### config.mk
export PLATFORM = sky130hd
export DESIGN_NAME = tgp_ports
export DESIGN_NICKNAME = d
export VERILOG_FILES = /design/src/rtl/tgp_pkg.sv /design/src/rtl/tgp_glitch_filter.sv /design/src/rtl/tgp_ports.sv
export SDC_FILE = /design/constraint.sdc
export NUM_CORES = 1
export LEC_CHECK = 0
export CORE_MARGIN = 4
export CORE_UTILIZATION = 45
export CTS_CLUSTER_DIAMETER = 100
export DETAILED_ROUTE_END_ITERATION = 12
export DONT_BUFFER_PORTS = 1
export PLACE_DENSITY_LB_ADDON = 0.2
export SYNTH_ARGS = -nofsm -noshare
export SYNTH_HDL_FRONTEND = slang
export SYNTH_SLANG_ARGS = --single-unit
### constraint.sdc
create_clock -name ref_clk -period 6.79 [get_ports ref_clk]
set_clock_uncertainty 0.15 [all_clocks]
set_input_delay 0 -clock ref_clk [delete_from_list [all_inputs] [get_ports ref_clk]]
set_output_delay 0 -clock ref_clk [all_outputs]
set_load 0.01 [all_outputs]
### src/rtl/tgp_pkg.sv
package tgp_pkg;

  localparam int NP         = 4;
  localparam int NSRC       = 4;
  localparam int PW         = 2;
  localparam int AW         = 8;
  localparam int DW         = 32;
  localparam int FILT_W     = 16;
  localparam int CFG_W      = 8;

  localparam int FILT_TIME_MS  = 1;
  localparam int CLK_KHZ       = 25000;
  localparam int FILT_CYC_DFLT = FILT_TIME_MS * CLK_KHZ;

  localparam logic [AW-1:0] REG_CFG_BASE = 8'h00;
  localparam logic [AW-1:0] REG_CFG_STEP = 8'h04;
  localparam logic [AW-1:0] REG_PERS     = 8'h10;
  localparam logic [AW-1:0] REG_STAT     = 8'h14;
  localparam logic [AW-1:0] REG_OVR      = 8'h18;

  typedef enum logic [2:0] {
    FN_NONE = 3'h0,
    FN_CUT  = 3'h1,
    FN_AUTO = 3'h2,
    FN_KEY  = 3'h3,
    FN_FTB  = 3'h4,
    FN_TC   = 3'h7
  } tgp_func_t;

  typedef struct packed {
    tgp_func_t         func;
    logic [PW-1:0]     src;
    logic              pol;
    logic              level;
    logic              tally;
  } tgp_cfg_t;

  typedef struct packed {
    logic              auto_ign;
    logic              cut_ign;
  } tgp_pers_t;

  typedef struct packed {
    logic [AW-1:0]     addr;
    logic [DW-1:0]     wdata;
    logic              wr;
    logic              rd;
  } tgp_bus_req_t;

  typedef struct packed {
    logic              valid;
    logic [PW-1:0]     port;
    logic              state;
  } tgp_ovr_t;

  typedef struct packed {
    logic              tc_valid;
    logic [NP-1:0]     lvl;
    logic [NP-1:0]     flt;
  } tgp_stat_t;

  typedef struct packed {
    logic [FILT_W-1:0] cnt;
    logic              q;
  } tgp_filt_t;

  typedef struct packed {
    tgp_cfg_t [NP-1:0] cfg;
    tgp_pers_t         pers;
    logic [NP-1:0]     sync1;
    logic [NP-1:0]     sync2;
    logic [NP-1:0]     frame_lvl;
    logic [NP-1:0]     flt_prev;
    logic [NP-1:0]     lvl_state;
    logic [NP-1:0]     fire;
    logic [NP-1:0]     pin_o;
    logic [NP-1:0]     pin_oe_n;
    logic [NP-1:0]     pu_en;
    logic              tc_level;
    logic              tc_valid;
    logic [DW-1:0]     rdata;
  } tgp_state_t;

  localparam tgp_filt_t FILT_RST = '{cnt: '0, q: 1'b1};

  localparam tgp_state_t STATE_RST = '{
    cfg:       '0,
    pers:      '0,
    sync1:     '1,
    sync2:     '1,
    frame_lvl: '1,
    flt_prev:  '1,
    lvl_state: '0,
    fire:      '0,
    pin_o:     '1,
    pin_oe_n:  '1,
    pu_en:     '1,
    tc_level:  1'b1,
    tc_valid:  1'b0,
    rdata:     '0
  };

endpackage

### src/rtl/tgp_glitch_filter.sv
`timescale 1ns/1ps
`default_nettype none

module tgp_glitch_filter
  import tgp_pkg::*;
(
  input  wire logic              ref_clk,
  input  wire logic              resetn,
  input  wire logic              din,
  input  wire logic [FILT_W-1:0] filt_cyc,
  output var  logic              dout
);

  tgp_filt_t st_r;
  tgp_filt_t st_nxt;

  // The output follows the input only after it has differed for filt_cyc cycles in a row.
  always_comb begin
    st_nxt = st_r;
    if (din == st_r.q) begin
      st_nxt.cnt = '0;
    end else if (st_r.cnt >= filt_cyc - FILT_W'(1)) begin
      st_nxt.q   = din;
      st_nxt.cnt = '0;
    end else begin
      st_nxt.cnt = st_r.cnt + FILT_W'(1);
    end
  end

  always_ff @(posedge ref_clk or negedge resetn) begin
    if (!resetn) begin
      st_r <= FILT_RST;
    end else begin
      st_r <= st_nxt;
    end
  end

  assign dout = st_r.q;

endmodule

`default_nettype wire

### src/rtl/tgp_ports.sv
// What this block does
// - Each port is set on its own as trigger input or tally output.
// - Trigger pulses shorter than 1 ms are filtered out.
// - Edge mode, falling polarity: a high to low change fires the function.
// - Edge mode, rising polarity: a low to high change fires the function.
// - Edge inputs are sampled once per frame, firing at most once a frame.
// - Level mode, active low: function state is on while input is low.
// - Level mode, active high: function state is on while input is high.
// - Level mode holds the element on air, and the opposite level takes it off.
// - Other command sources can override the trigger state in any mode.
// - A tally output follows the on-air flag of one chosen of four inputs.
// - By default a tally rests high and is driven low while on air.
// - Tally polarity inverts the default active low level.
// - Edge or level setting does not affect a tally output.
// - Only one timecode port; a new claim returns the old one to none.
// - Cut and auto behaviour during a running transition applies to edge mode ports only.
//
// Our own choices: the plain strobed port and the placing of the registers.
`timescale 1ns/1ps
`default_nettype none

module tgp_ports
  import tgp_pkg::*;
#(
  parameter int FILT_CYC = FILT_CYC_DFLT
)
(
  input  wire logic                ref_clk,
  input  wire logic                resetn,
  input  wire tgp_bus_req_t        bus,
  output var  logic [DW-1:0]       rdata,
  input  wire logic [NP-1:0]       pin_i,
  output var  logic [NP-1:0]       pin_o,
  output var  logic [NP-1:0]       pin_oe_n,
  output var  logic [NP-1:0]       pu_en,
  input  wire logic                frame_start,
  input  wire logic [NSRC-1:0]     on_air,
  input  wire logic                trans_busy,
  input  wire tgp_ovr_t            ovr,
  output var  logic [NP-1:0]       fire,
  output var  tgp_func_t [NP-1:0]  port_func,
  output var  logic [NP-1:0]       lvl_state,
  output var  logic                tc_level,
  output var  logic                tc_valid
);

  localparam logic [FILT_W-1:0] FILT_CYC_W = FILT_W'(FILT_CYC);

  tgp_state_t        st_r;
  tgp_state_t        st_nxt;
  logic [NP-1:0]     flt;
  logic [NP-1:0]     cfg_hit;
  logic [NP-1:0]     tc_claim;
  logic              tc_any;
  logic              rise;
  logic              fall;
  logic              edge_hit;
  logic              act;
  logic              blocked;
  logic              is_trig;
  tgp_cfg_t          cfg_w;
  tgp_stat_t         stat_v;
  tgp_ovr_t          ovr_sw;

  genvar g;
  generate
    for (g = 0; g < NP; g = g + 1) begin : g_port
      tgp_glitch_filter u_filt (
        .ref_clk  (ref_clk),
        .resetn   (resetn),
        .din      (st_r.sync2[g]),
        .filt_cyc (FILT_CYC_W),
        .dout     (flt[g])
      );
    end
  endgenerate

  // Function codes of all ports, taken straight from the configuration flops.
  always_comb begin
    for (int p = 0; p < NP; p++) begin
      port_func[p] = st_r.cfg[p].func;
    end
  end

  always_comb begin
    st_nxt   = st_r;
    cfg_hit  = '0;
    tc_claim = '0;
    tc_any   = 1'b0;
    rise     = 1'b0;
    fall     = 1'b0;
    edge_hit = 1'b0;
    act      = 1'b0;
    blocked  = 1'b0;
    is_trig  = 1'b0;
    cfg_w    = tgp_cfg_t'(bus.wdata[CFG_W-1:0]);
    stat_v   = '0;
    ovr_sw   = '0;

    st_nxt.fire  = '0;
    st_nxt.rdata = '0;

    // Pins come from outside the clock domain.
    st_nxt.sync1 = pin_i;
    st_nxt.sync2 = st_r.sync1;

    for (int p = 0; p < NP; p++) begin
      cfg_hit[p] = (bus.addr == REG_CFG_BASE + AW'(p) * REG_CFG_STEP);
    end

    // Register writes.
    if (bus.wr) begin
      for (int p = 0; p < NP; p++) begin
        if (cfg_hit[p]) begin
          st_nxt.cfg[p] = cfg_w;
          if (!cfg_w.tally && cfg_w.func == FN_TC) begin
            tc_claim[p] = 1'b1;
          end
        end
      end
      if (bus.addr == REG_PERS) begin
        st_nxt.pers = tgp_pers_t'(bus.wdata[$bits(tgp_pers_t)-1:0]);
      end
      if (bus.addr == REG_OVR) begin
        ovr_sw = tgp_ovr_t'({1'b1, bus.wdata[PW:0]});
      end
    end

    // A new timecode claim frees any other timecode port.
    for (int p = 0; p < NP; p++) begin
      if ((|tc_claim) && !tc_claim[p] && st_nxt.cfg[p].func == FN_TC) begin
        st_nxt.cfg[p].func = FN_NONE;
      end
    end

    // Per port behaviour.
    for (int p = 0; p < NP; p++) begin
      is_trig = !st_r.cfg[p].tally;
      act     = st_r.cfg[p].pol ? flt[p] : ~flt[p];
      rise    = !st_r.frame_lvl[p] && flt[p];
      fall    = st_r.frame_lvl[p] && !flt[p];
      edge_hit = st_r.cfg[p].pol ? rise : fall;
      blocked = trans_busy &&
                ((st_r.cfg[p].func == FN_CUT && st_r.pers.cut_ign) ||
                 (st_r.cfg[p].func == FN_AUTO && st_r.pers.auto_ign));

      st_nxt.flt_prev[p] = flt[p];

      if (is_trig) begin
        st_nxt.pin_oe_n[p] = 1'b1;
        st_nxt.pin_o[p]    = 1'b1;
        st_nxt.pu_en[p]    = 1'b1;
      end else begin
        st_nxt.pin_oe_n[p] = 1'b0;
        st_nxt.pin_o[p]    = ~on_air[st_r.cfg[p].src] ^ st_r.cfg[p].pol;
        st_nxt.pu_en[p]    = 1'b0;
      end

      // Edge inputs are looked at only on the frame boundary.
      if (frame_start) begin
        st_nxt.frame_lvl[p] = flt[p];
      end

      if (!is_trig || st_r.cfg[p].func == FN_NONE || st_r.cfg[p].func == FN_TC) begin
        st_nxt.lvl_state[p] = 1'b0;
      end else if (!st_r.cfg[p].level) begin
        if (frame_start && edge_hit && !blocked) begin
          st_nxt.fire[p] = 1'b1;
        end
      end else if (flt[p] != st_r.flt_prev[p]) begin
        st_nxt.lvl_state[p] = act;
      end

      // Commands from other sources take precedence over the pin.
      if (is_trig && st_r.cfg[p].func != FN_NONE && st_r.cfg[p].func != FN_TC) begin
        if (ovr.valid && ovr.port == PW'(p)) begin
          st_nxt.lvl_state[p] = ovr.state;
        end else if (ovr_sw.valid && ovr_sw.port == PW'(p)) begin
          st_nxt.lvl_state[p] = ovr_sw.state;
        end
      end
    end

    // Timecode passes the synchronised pin without filtering.
    st_nxt.tc_level = 1'b1;
    for (int p = 0; p < NP; p++) begin
      if (!st_r.cfg[p].tally && st_r.cfg[p].func == FN_TC) begin
        tc_any          = 1'b1;
        st_nxt.tc_level = st_r.sync2[p];
      end
    end
    st_nxt.tc_valid = tc_any;

    // Register reads answer in the next cycle only.
    stat_v.tc_valid = st_r.tc_valid;
    stat_v.lvl      = st_r.lvl_state;
    stat_v.flt      = flt;
    if (bus.rd) begin
      for (int p = 0; p < NP; p++) begin
        if (cfg_hit[p]) begin
          st_nxt.rdata = DW'(st_r.cfg[p]);
        end
      end
      if (bus.addr == REG_PERS) begin
        st_nxt.rdata = DW'(st_r.pers);
      end
      if (bus.addr == REG_STAT) begin
        st_nxt.rdata = DW'(stat_v);
      end
    end
  end

  always_ff @(posedge ref_clk or negedge resetn) begin
    if (!resetn) begin
      st_r <= STATE_RST;
    end else begin
      st_r <= st_nxt;
    end
  end

  assign rdata     = st_r.rdata;
  assign pin_o     = st_r.pin_o;
  assign pin_oe_n  = st_r.pin_oe_n;
  assign pu_en     = st_r.pu_en;
  assign fire      = st_r.fire;
  assign lvl_state = st_r.lvl_state;
  assign tc_level  = st_r.tc_level;
  assign tc_valid  = st_r.tc_valid;

endmodule

`default_nettype wire

==> impl_metrics.yaml, run 1 <==
critical_path:
  r2r_slack_ps: 4110
  cp_data_arrival_time_ps: 3600
  end_kind: "flip-flop"
  reg2reg_depth: 6
  worstPathRequired_ps: 6940
  r2r-end: "lvl_state[3]$_DFF_PN0_"
  crit_fanout: 19
  critPathKind: "in -> reg"
  start_kind: "input pin"
  reg2reg_from: "port_func[9]$_DFF_PN0_"
placement:
  place.gp.congestion: 0.8536
  numPortBuffers: 0
  placed_cells: 916
  dp_hpwl_microns: 11820
  post_dp_cell_area_sq_um: 7372
synth:
  synthTopCellsByArea: "dfrtp_1 (38%), dfstp_2 (10%), buf_4 (6.3%)"
  synth.cell_area_sq_um: 7632
  avgSynthCellArea_sq_um: 9.938
  yosysSeqAreaShare: 0.4802
  postSynthCellCount: 768
  synth-seq-cells: 145
  ys_types: 57
  ys_warn_count: 0
  synth_common_cells: "dfrtp_1 (116), nor2_1 (89), buf_4 (64)"
  synth_top_area_share: 0.3803
  async_flop_share: 1.000
  synth_largest_area_cell: "dfrtp_1"
  synth_edf_count: 0
  synthFlopType: "dfrtp_1"
  synth.most_common_cell: "dfrtp_1"
pwr:
  finalPower_mw: 2.030
  pwr_density_cell_nw_per_um2: 236.4
  vdd_drop_max_mv: 0.1817
  p_leak_nw: 3.382
clock_tree:
  clock_sinks: 145
  cts_resized: 0
  cts_max_level: 4
  cts-buffers-inserted: 17
  cts-root-buf: "clkbuf_16"
  clk_pin_slew_worst_paths_ps: 60
  cts_tree: "built"
  cts_buffer_depth: 2
  clock_latency_ps: 430
grt:
  grt_max_degree: 146
  grt_pass1_vias: 5527
  grt_antenna_before_repair: 1
  grt_overflow: 0
  grt_use_total: 0.1876
  grt_pass1_wl_microns: 28730
final_layout:
  fillers: 1472
  drive_above_1_share: 0.1409
  seq_area_sq_um: 3665
  final_nets: 837
  syn_to_final_growth_pct: 12.49
  design_area_sq_um: 8586
  layout.cells.non_filler: 1010
  multiInputGateArea_sq_um: 3319
timing:
  tightest_slew_ps: 1008
  rsz0062_at_grt: "false"
  setup_viol: 0
  period_share: 0.5072
  slew_headroom: 0.3249
  fmax_mhz: 290.4
  finalHoldViolCount: 0
  fin_hold_ws_ps: 9.520
  slew_violations: 0
  setup_tns_ps: 0
  min_period_ps: 3444
drt:
  drc: 0
  ant_nets: 0
  wire_per_inst_microns: 17.22
  viasPerCell: 5.490
  wirelength_microns: 17390
  route.vias.total: 5545
  dr.first_iter.drc_count: 361
  dr.pass1.iters: 5
die:
  rows: 47
  start_util: 0.4602
  num_io_pins: 124
  die_x_microns: 138.2
  fp.dieH_microns: 138.2
  design.core.area_sq_um: 16580
  dieArea_sq_um: 19110
run_status:
  status: "complete, no violations"
flow_run:
  maxCapViolCount: 0
hold_path:
  hold_end: "rdata[6]$_DFF_PN0_"
  hold_class: "in -> reg"
  hold_path_depth: 3
  hp-start: "bus[37]"
==> critical path, stage by stage <==
cell           delay [ps]
dlygate4sd3_1        1050
nand4bb_1             470
or4_1                 620
o311ai_0              260
dlygate4sd3_1         590
a21oi_1                40
dlygate4sd3_1         560
==> worst max-delay path by stage <==
stage / from / end / slack (ps) / cells past startpoint
2_1_floorplan: g_port[2].u_filt.st_r[1]$_DFF_PN0_ / g_port[2].u_filt.st_r[15]$_DFF_PN0_ / 4570 / 7
3_3_place_gp: g_port[2].u_filt.st_r[1]$_DFF_PN0_ / g_port[2].u_filt.st_r[9]$_DFF_PN0_ / 4370 / 5
3_5_place_dp: g_port[2].u_filt.st_r[1]$_DFF_PN0_ / g_port[2].u_filt.st_r[3]$_DFF_PN0_ / 4300 / 5
4_1_cts: bus[37] / lvl_state[3]$_DFF_PN0_ / 3390 / 7
5_1_grt: bus[37] / lvl_state[1]$_DFF_PN0_ / 3200 / 7
6_report: bus[37] / lvl_state[3]$_DFF_PN0_ / 3350 / 7
==> area by class of cell <==
type | count | share of cell area
flip-flops and latches | 145 | 0.4268
multi-input cells | 522 | 0.3866
clock buffers | 20 | 0.05319
well taps | 220 | 0.03206
repair buffers | 61 | 0.07287
clock inverters | 12 | 0.01559
inverters | 28 | 0.01224
diodes | 2 | 0.0005829
==> power breakdown <==
| part | switching, mW | total, mW | internal [mW] |
|---|---|---|---|
| Combinational | 0.0815 | 0.148 | 0.0662 |
| Sequential | 0.0465 | 0.954 | 0.908 |
| Clock | 0.367 | 0.928 | 0.561 |
==> layout by cell type, fill, tap and decap left out, types with 6 or more instances in the layout <==
master and count:
dfrtp_1 116, nand4_1 15, o22ai_1 10, conb_1 27
or3b_2 6, nand2b_1 11, a21oi_1 8, dlygate4sd3_1 59
nand3b_1 6, nand2_1 63, nor4_1 15, a31oi_1 10
nand3_1 18, xnor2_1 45, mux2_2 29, o311ai_0 6
clkbuf_16 17, xor2_1 11, inv_1 28, dfstp_2 29
nand4b_1 9, nor2_1 89, o31ai_1 8, o211ai_1 7
nor3_1 33, o21ai_0 29, or4_1 8
==> metal layers <==
layer	share of wire	GRT usage
met5	0	0
met4	0.016	0.07176
met3	0.071	0.06146
met2	0.48	0.2975
met1	0.43	0.2403
==> timing repair <==
| action | CTS | global route |
|---|---|---|
| endpoints found under the setup margin | 0 | 0 |
| endpoints found under the hold margin | 208 | 0 |
| setup buffers | 0 | 0 |
| hold buffers | 60 | 0 |
==> sequential cells by signal, indices dropped and copies added (netlist names) <==
register / cells
g_port.u_filt.dout: 4
rdata: 9
tc_valid: 1
lvl_state: 4
tc_level: 1
g_port.u_filt.st_r: 64
pu_en: 4
pin_o: 4
st_r: 34
fire: 4
port_func: 12
st_nxt: 4
==> kinds of logic (layout without fill, tap and decap cells) <==
kind of cell	Yosys count	in the layout	share of synthesized area
AND/OR/NAND/NOR	299	299	0.2013
adder cells (fa/ha/maj)	4	4	0.006558
AO/OA/AOI/OAI	98	98	0.08410
multiplexers	38	38	0.06541
flip-flops	145	145	0.4802
buffers and inverters	127	121	0.09770
other	1	29	0.0004913
XOR/XNOR	56	56	0.06426
==> per-stage QoR <==
stage | utilization | setup slack (ps)
4_1_cts | 0.5174 | 3390
3_5_place_dp | 0.4445 | 4303
3_3_place_gp | 0.4445 | 4370
2_1_floorplan | - | 4567
6_report | 0.5177 | 3346
5_1_grt | 0.5177 | 3201
Note: power is estimated with default switching activity, not from simulation.
==> run 2, diff against run 1 <==
--- a/config.mk
+++ b/config.mk
@@ -5,6 +5,7 @@
 export SDC_FILE = /design/constraint.sdc
 export NUM_CORES = 1
 export LEC_CHECK = 0
+export ABC_AREA = 1
 export CORE_MARGIN = 4
 export CORE_UTILIZATION = 45
 export CTS_CLUSTER_DIAMETER = 100
==> constraint.sdc (replaced) <==
create_clock -name ref_clk -period 2.88 [get_ports ref_clk]
set_clock_uncertainty 0.15 [all_clocks]
set_input_delay 0 -clock ref_clk [delete_from_list [all_inputs] [get_ports ref_clk]]
set_output_delay 0 -clock ref_clk [all_outputs]
set_load 0.01 [all_outputs]
==> run 2 against run 1 <==
Compared with the run above: the flow now finishes with violations (negative hold slack); combinational power increased to 2.5 times the previous value; die area increased by 7.8%; non-clock buffer count decreased by 3; critical endpoint is now port_func[0]$_DFF_PN0_; sequential share of layout area decreased by 3.0 points; design area increased by 7.5%; first-iteration DRC count increased by 39%; synthesized area increased by 8.3%; largest power group unchanged.
==> impl_metrics.yaml, run 2 <==
drt:
  viasPerCell: 5.012
  wire_per_inst_microns: 14.91
  drc: 0
  ant_nets: 0
  dr.first_iter.drc_count: 503
  route.vias.total: 6561
  wirelength_microns: 19520
  dr.pass1.iters: 5
placement:
  dp_hpwl_microns: 13810
  place.gp.congestion: 0.8977
  numPortBuffers: 0
  placed_cells: 1218
die:
  start_util: 0.4586
  rows: 49
  fp.dieH_microns: 143.5
  dieArea_sq_um: 20600
  design.core.area_sq_um: 18020
  num_io_pins: 124
  die_x_microns: 143.5
clock_tree:
  cts_buffer_depth: 2
  cts_resized: 0
  cts_max_level: 4
  cts_hold_buf: 60
  clock_sinks: 145
  cts_tree: "built"
  cts-root-buf: "clkbuf_16"
  cts-buffers-inserted: 17
  clk_pin_slew_worst_paths_ps: 60
  clock_latency_ps: 430
timing:
  tightest_slew_ps: 887.4
  finalHoldViolCount: 145
  min_period_ps: 2613
  setup_tns_ps: 0
  setup_viol: 0
  period_share: 0.9074
  slew_headroom: 0.4065
  slew_violations: 0
  rsz0062_at_grt: "false"
  fmax_mhz: 382.7
  fin_hold_ws_ps: -878.3
critical_path:
  cp_data_arrival_time_ps: 2780
  crit_fanout: 11
  end_kind: "flip-flop"
  critPathKind: "in -> reg"
  reg2reg_from: "port_func[11]$_DFF_PN0_"
  crit_start: "bus[37]"
  start_kind: "input pin"
  reg2reg_depth: 7
  worstPathRequired_ps: 3050
pwr:
  switching_share: 0.2692
  pwr_density_cell_nw_per_um2: 518.8
  p_sw_mw: 1.289
  p_int_mw: 3.499
  p_comb_frac: 0.078
  p_leak_nw: 3.998
  vdd_drop_max_mv: 0.5977
  pwr-share-clk: 0.455
  pwr-share-seq: 0.467
final_layout:
  syn_to_final_growth_pct: 11.65
  final_nets: 1128
  seq_area_sq_um: 3665
  multiInputGateArea_sq_um: 3610
  most-common-layout-cells: "nand2_1 (183), nor2_1 (144), inv_1 (129)"
  fillers: 1725
  final_common_cell: "nand2_1"
  layout.cells.non_filler: 1309
  largest_register_ffs: 64
  largest-register: "g_port.u_filt.st_r"
  drive_above_1_share: 0.1029
synth:
  yosysSeqAreaShare: 0.4433
  async_flop_share: 1.000
  synthTopCellsByArea: "dfrtp_1 (35%), dfstp_2 (9.2%), nand2_1 (8.3%)"
  synth_top_area_share: 0.3511
  synthFlopType: "dfrtp_1"
  ys_types: 41
  ys_warn_count: 0
  synth.cell_area_sq_um: 8267
  synth_common_cells: "nand2_1 (183), nor2_1 (144), inv_1 (129)"
  synth-seq-cells: 145
  avgSynthCellArea_sq_um: 7.933
  postSynthCellCount: 1042
  synth.most_common_cell: "nand2_1"
  synth_edf_count: 0
  synth_largest_area_cell: "dfrtp_1"
grt:
  grt_max_degree: 146
  grt_overflow: 0
  grt_antenna_before_repair: 1
  grt_pass1_vias: 6244
  grt_pass1_wl_microns: 32000
  grt_use_total: 0.1977
flow_run:
  maxCapViolCount: 0
run_status:
  status: "finished, violations left"
  violations: "negative hold slack"
hold_path:
  hold_class: "in -> async"
==> run 2: power by group through the flow <==
| stage | registers (mW) | logic, mW | clock network (mW) |
|---|---|---|---|
| 2_1_floorplan | 2.22 | 0.320 | 0 |
| 3_3_place_gp | 2.27 | 0.283 | 0 |
| 3_5_place_dp | 2.27 | 0.288 | 0 |
| 4_1_cts | 2.24 | 0.370 | 2.23 |
| 5_1_grt | 2.25 | 0.423 | 2.32 |
| 6_report | 2.24 | 0.372 | 2.18 |
==> run 2: metal layers <==
metal  vias up  global-route usage  wire length (microns)
met4         0             0.06095                    340
met5         -                   0                      0
met3        31             0.05890                   1463
li1       3308                   -                      -
met1      3043              0.2713                   8798
met2       179              0.3032                   8914
==> run 2: worst max-delay path: stages <==
cell and delay (ps):
dlygate4sd3_1 640, inv_2 60, nor2_2 60, dlygate4sd3_1 560
nand2_1 50, dlygate4sd3_1 590, nor2_4 290, nand3_1 140
nand2_2 130, o21bai_2 70, nor2_2 120, nor2_1 50
==> run 2: repair_timing <==
item | 4_1_cts | 5_1_grt
buffers inserted | 0 | 0
endpoints found under the hold margin | 208 | 145
setup endpoints to repair | 0 | 2
==> run 2: cell type report <==
cell class              count  share of cell area
clock buffers              17             0.04609
repair buffers             58             0.06290
multi-input cells         710              0.3911
clock inverters            15             0.01654
well taps                 229             0.03104
inverters                 134             0.05504
flip-flops and latches    145              0.3970
diodes                      1           0.0002711
==> run 2: worst paths after layout <==
path	end	slack, ps
max	port_func[0]$_DFF_PN0_	270
min	g_port[2].u_filt.st_r[7]$_DFF_PN0_	-880
max reg2reg	lvl_state[3]$_DFF_PN0_	450
min reg2reg	st_r[62]$_DFF_PN1_	200
max in group asynchronous	pin_o[0]$_DFF_PN1_	3190
min in group ref_clk	lvl_state[3]$_DFF_PN0_	200
==> run 2: per-stage QoR <==
step | total power [mW] | cell area (sq um) | setup slack, ps | util
floorplan | 2.542 | 8364 | 1360 | -
global placement | 2.555 | 8069 | 1139 | 0.4477
detailed placement | 2.563 | 8069 | 1141 | 0.4477
CTS | 4.835 | 9248 | 64.30 | 0.5131
global route | 4.991 | 9228 | 65.87 | 0.5119
finish | 4.788 | 9230 | 266.8 | 0.5121
==> run 2: cells by family after synthesis <==
logic type      count (synthesis)  synth area share
other cells                     1         0.0004536
compound gates                131           0.08688
fa+ha+maj                       4          0.006054
xor+xnor                       48           0.05085
simple gates                  500            0.2806
buf+inv                       213            0.1318
flops                         145            0.4433
==> run 3, diff against run 2 <==
--- a/config.mk
+++ b/config.mk
@@ -11,7 +11,7 @@
 export CTS_CLUSTER_DIAMETER = 100
 export DETAILED_ROUTE_END_ITERATION = 12
 export DONT_BUFFER_PORTS = 1
-export PLACE_DENSITY_LB_ADDON = 0.2
+export PLACE_DENSITY_LB_ADDON = 0.15
 export SYNTH_ARGS = -nofsm -noshare
 export SYNTH_HDL_FRONTEND = slang
 export SYNTH_SLANG_ARGS = --single-unit
==> constraint.sdc (replaced) <==
create_clock -name ref_clk -period 2.7 [get_ports ref_clk]
set_clock_uncertainty 0.15 [all_clocks]
set_input_delay 0 -clock ref_clk [delete_from_list [all_inputs] [get_ports ref_clk]]
set_output_delay 0 -clock ref_clk [all_outputs]
set_load 0.01 [all_outputs]
==> run 3 against run 2 <==
Compared with the run above: the run still ends with negative hold slack left; via count grew 1.6%; non-clock buffer count grew 16; design area increased by 1.8%; clock-buffer cell count is 3 higher; critical path depth is 2 lower; sequential share of layout area shrank 0.70 points; register-to-register slack got worse by 230 ps; combinational power grew 8.1%; cell count rose by 1.1%; largest cell class unchanged; largest power group unchanged.
==> impl_metrics.yaml, run 3 (same netlist as run 2, synthesis figures left out) <==
final_layout:
  fillers: 1806
  drive_above_1_share: 0.1078
  layout.cells.non_filler: 1324
  num_antenna_cells: 0
  seq_area_sq_um: 3665
  largest-register: "g_port.u_filt.st_r"
  syn_to_final_growth_pct: 13.67
  final_nets: 1144
  multiInputGateArea_sq_um: 3622
  final_common_cell: "nand2_1"
  largest_register_ffs: 64
  most-common-layout-cells: "nand2_1 (183), nor2_1 (144), inv_1 (129)"
critical_path:
  reg2reg_depth: 7
  critPathKind: "in -> reg"
  path_common_cell: "dlygate4sd3_1"
  cp_data_arrival_time_ps: 2730
  crit_start: "bus[37]"
  path_depth: 10
  r2r-end: "lvl_state[0]$_DFF_PN0_"
  slowest_delay_ps: 640
  worstPathRequired_ps: 2860
  cp-endpoint: "port_func[10]$_DFF_PN0_"
  crit_chain: "dlygate4sd3_1 -> nand2_1 -> nor2_1 -> dlygate4sd3_1 -> nand3_4 -> nand2_1 -> nand3_1 -> nor2_2 -> a21oi_1 -> dlygate4sd3_1"
  slowest_stage: "dlygate4sd3_1"
  path_buf_inv: 3
  start_kind: "input pin"
  reg2reg_from: "port_func[0]$_DFF_PN0_"
  end_kind: "flip-flop"
  critPathTopFamily: "buffers and inverters"
  crit_fanout: 9
  r2r_slack_ps: 220
drt:
  dr.pass1.iters: 5
  ant_nets: 0
  wire_per_inst_microns: 14.81
  dr.first_iter.drc_count: 368
  viasPerCell: 5.034
  route.vias.total: 6665
  wirelength_microns: 19610
  drc: 0
clock_tree:
  cts-root-buf: "clkbuf_16"
  cts-buffers-inserted: 17
  cts_tree: "built"
  clk_pin_slew_worst_paths_ps: 60
  clock_sinks: 145
  clock_latency_ps: 420
  cts_max_level: 4
  cts_hold_buf: 65
  cts_buffer_depth: 2
grt:
  use_met1: 0.2673
  gr-usage-met2: 0.3047
  grt_pass1_vias: 6311
  grt_use_total: 0.1983
  grt_max_degree: 146
  grt_pass1_wl_microns: 32130
  grt_antenna_before_repair: 1
  grt_overflow: 0
  grt.met3_usage: 0.05790
  grt.busiest_layer: "met2"
die:
  rows: 49
  fp.dieH_microns: 143.5
  start_util: 0.4586
  design.core.area_sq_um: 18020
  dieArea_sq_um: 20600
  die_x_microns: 143.5
  num_io_pins: 124
timing:
  setup_viol: 0
  min_period_ps: 2575
  setup_tns_ps: 0
  fmax_mhz: 388.4
  tightest_slew_ps: 908.3
  slew_headroom: 0.3924
  slew_violations: 0
  finalHoldViolCount: 145
  period_share: 0.9537
  fin_hold_ws_ps: -873.1
run_status:
  violations: "negative hold slack"
  status: "finished, violations left"
flow_run:
  maxCapViolCount: 0
placement:
  numPortBuffers: 0
  place.gp.congestion: 0.8945
  dp_hpwl_microns: 13820
  placed_cells: 1218
pwr:
  vdd_drop_max_mv: 0.3895
  p_leak_nw: 4.086
  pwr_density_cell_nw_per_um2: 542.6
hold_path:
  hold_class: "in -> async"
==> run 3: cell types whose count changed in the layout (fill, tap and decap cells not counted), sizes merged <==
cell          delta
buf              +9
dlygate4sd3      +6
inv              -6
clkbuf           +3
clkinvlp         +2
bufinv           +1
diode            -1
dlymetal6s4s     +1
==> run 3: layout make-up <==
class,instances,area share
inverters,134,0.05406
well taps,229,0.03049
clock buffers,20,0.04754
flip-flops and latches,145,0.3900
multi-input cells,710,0.3855
repair buffers,74,0.07803
clock inverters,12,0.01438
==> run 3: layer usage <==
layer  vias to the layer above  part of all wire
met1                      3130              0.46
met4                         2             0.016
met2                       162              0.45
met5                         -           0.00066
met3                        29             0.068
li1                       3342                 -
==> run 3: worst register-to-register path, stage by stage, from the launching register on <==
cell	delay, ps
dfrtp_1	480
inv_1	120
nand3_1	140
nand3_1	140
o21bai_1	190
dlygate4sd3_1	560
nor2_1	100
dlygate4sd3_1	550
==> run 3: worst min-delay path by stage <==
stage	start	to	slack, ps	depth (start not counted)
6_report	resetn	g_port[2].u_filt.st_r[2]$_DFF_PN0_	-870	0
5_1_grt	resetn	g_port[0].u_filt.st_r[7]$_DFF_PN0_	-900	0
4_1_cts	resetn	g_port[0].u_filt.st_r[1]$_DFF_PN0_	-890	0
3_5_place_dp	resetn	g_port[2].u_filt.st_r[1]$_DFF_PN0_	-440	0
3_3_place_gp	resetn	g_port[2].u_filt.st_r[1]$_DFF_PN0_	-440	0
2_1_floorplan	resetn	fire[0]$_DFF_PN0_	-450	0
==> run 3: repair_timing <==
item	CTS	global route
endpoints found under the hold margin	208	145
setup endpoints to repair	0	9
gates resized for setup	0	3
setup buffers	0	9
==> run 3: per-stage QoR <==
stage                 util  setup WS (ps)  hold WS (ps)  area [sq um]  total power [mW]
floorplan                -           1180        -445.6          8364             2.711
global placement    0.4477          952.5        -438.8          8069             2.728
detailed placement  0.4477          948.3        -437.9          8069             2.733
CTS                 0.5160          42.63        -894.9          9301             5.155
global route        0.5213         -5.799        -900.3          9397             5.323
finish              0.5213          125.1        -873.1          9397             5.098
==> run 3: report_power, final <==
part	internal [mW]	switching, mW
sequential	2.28	0.105
combinational	0.153	0.249
clock	1.39	0.924
total	3.82	1.28
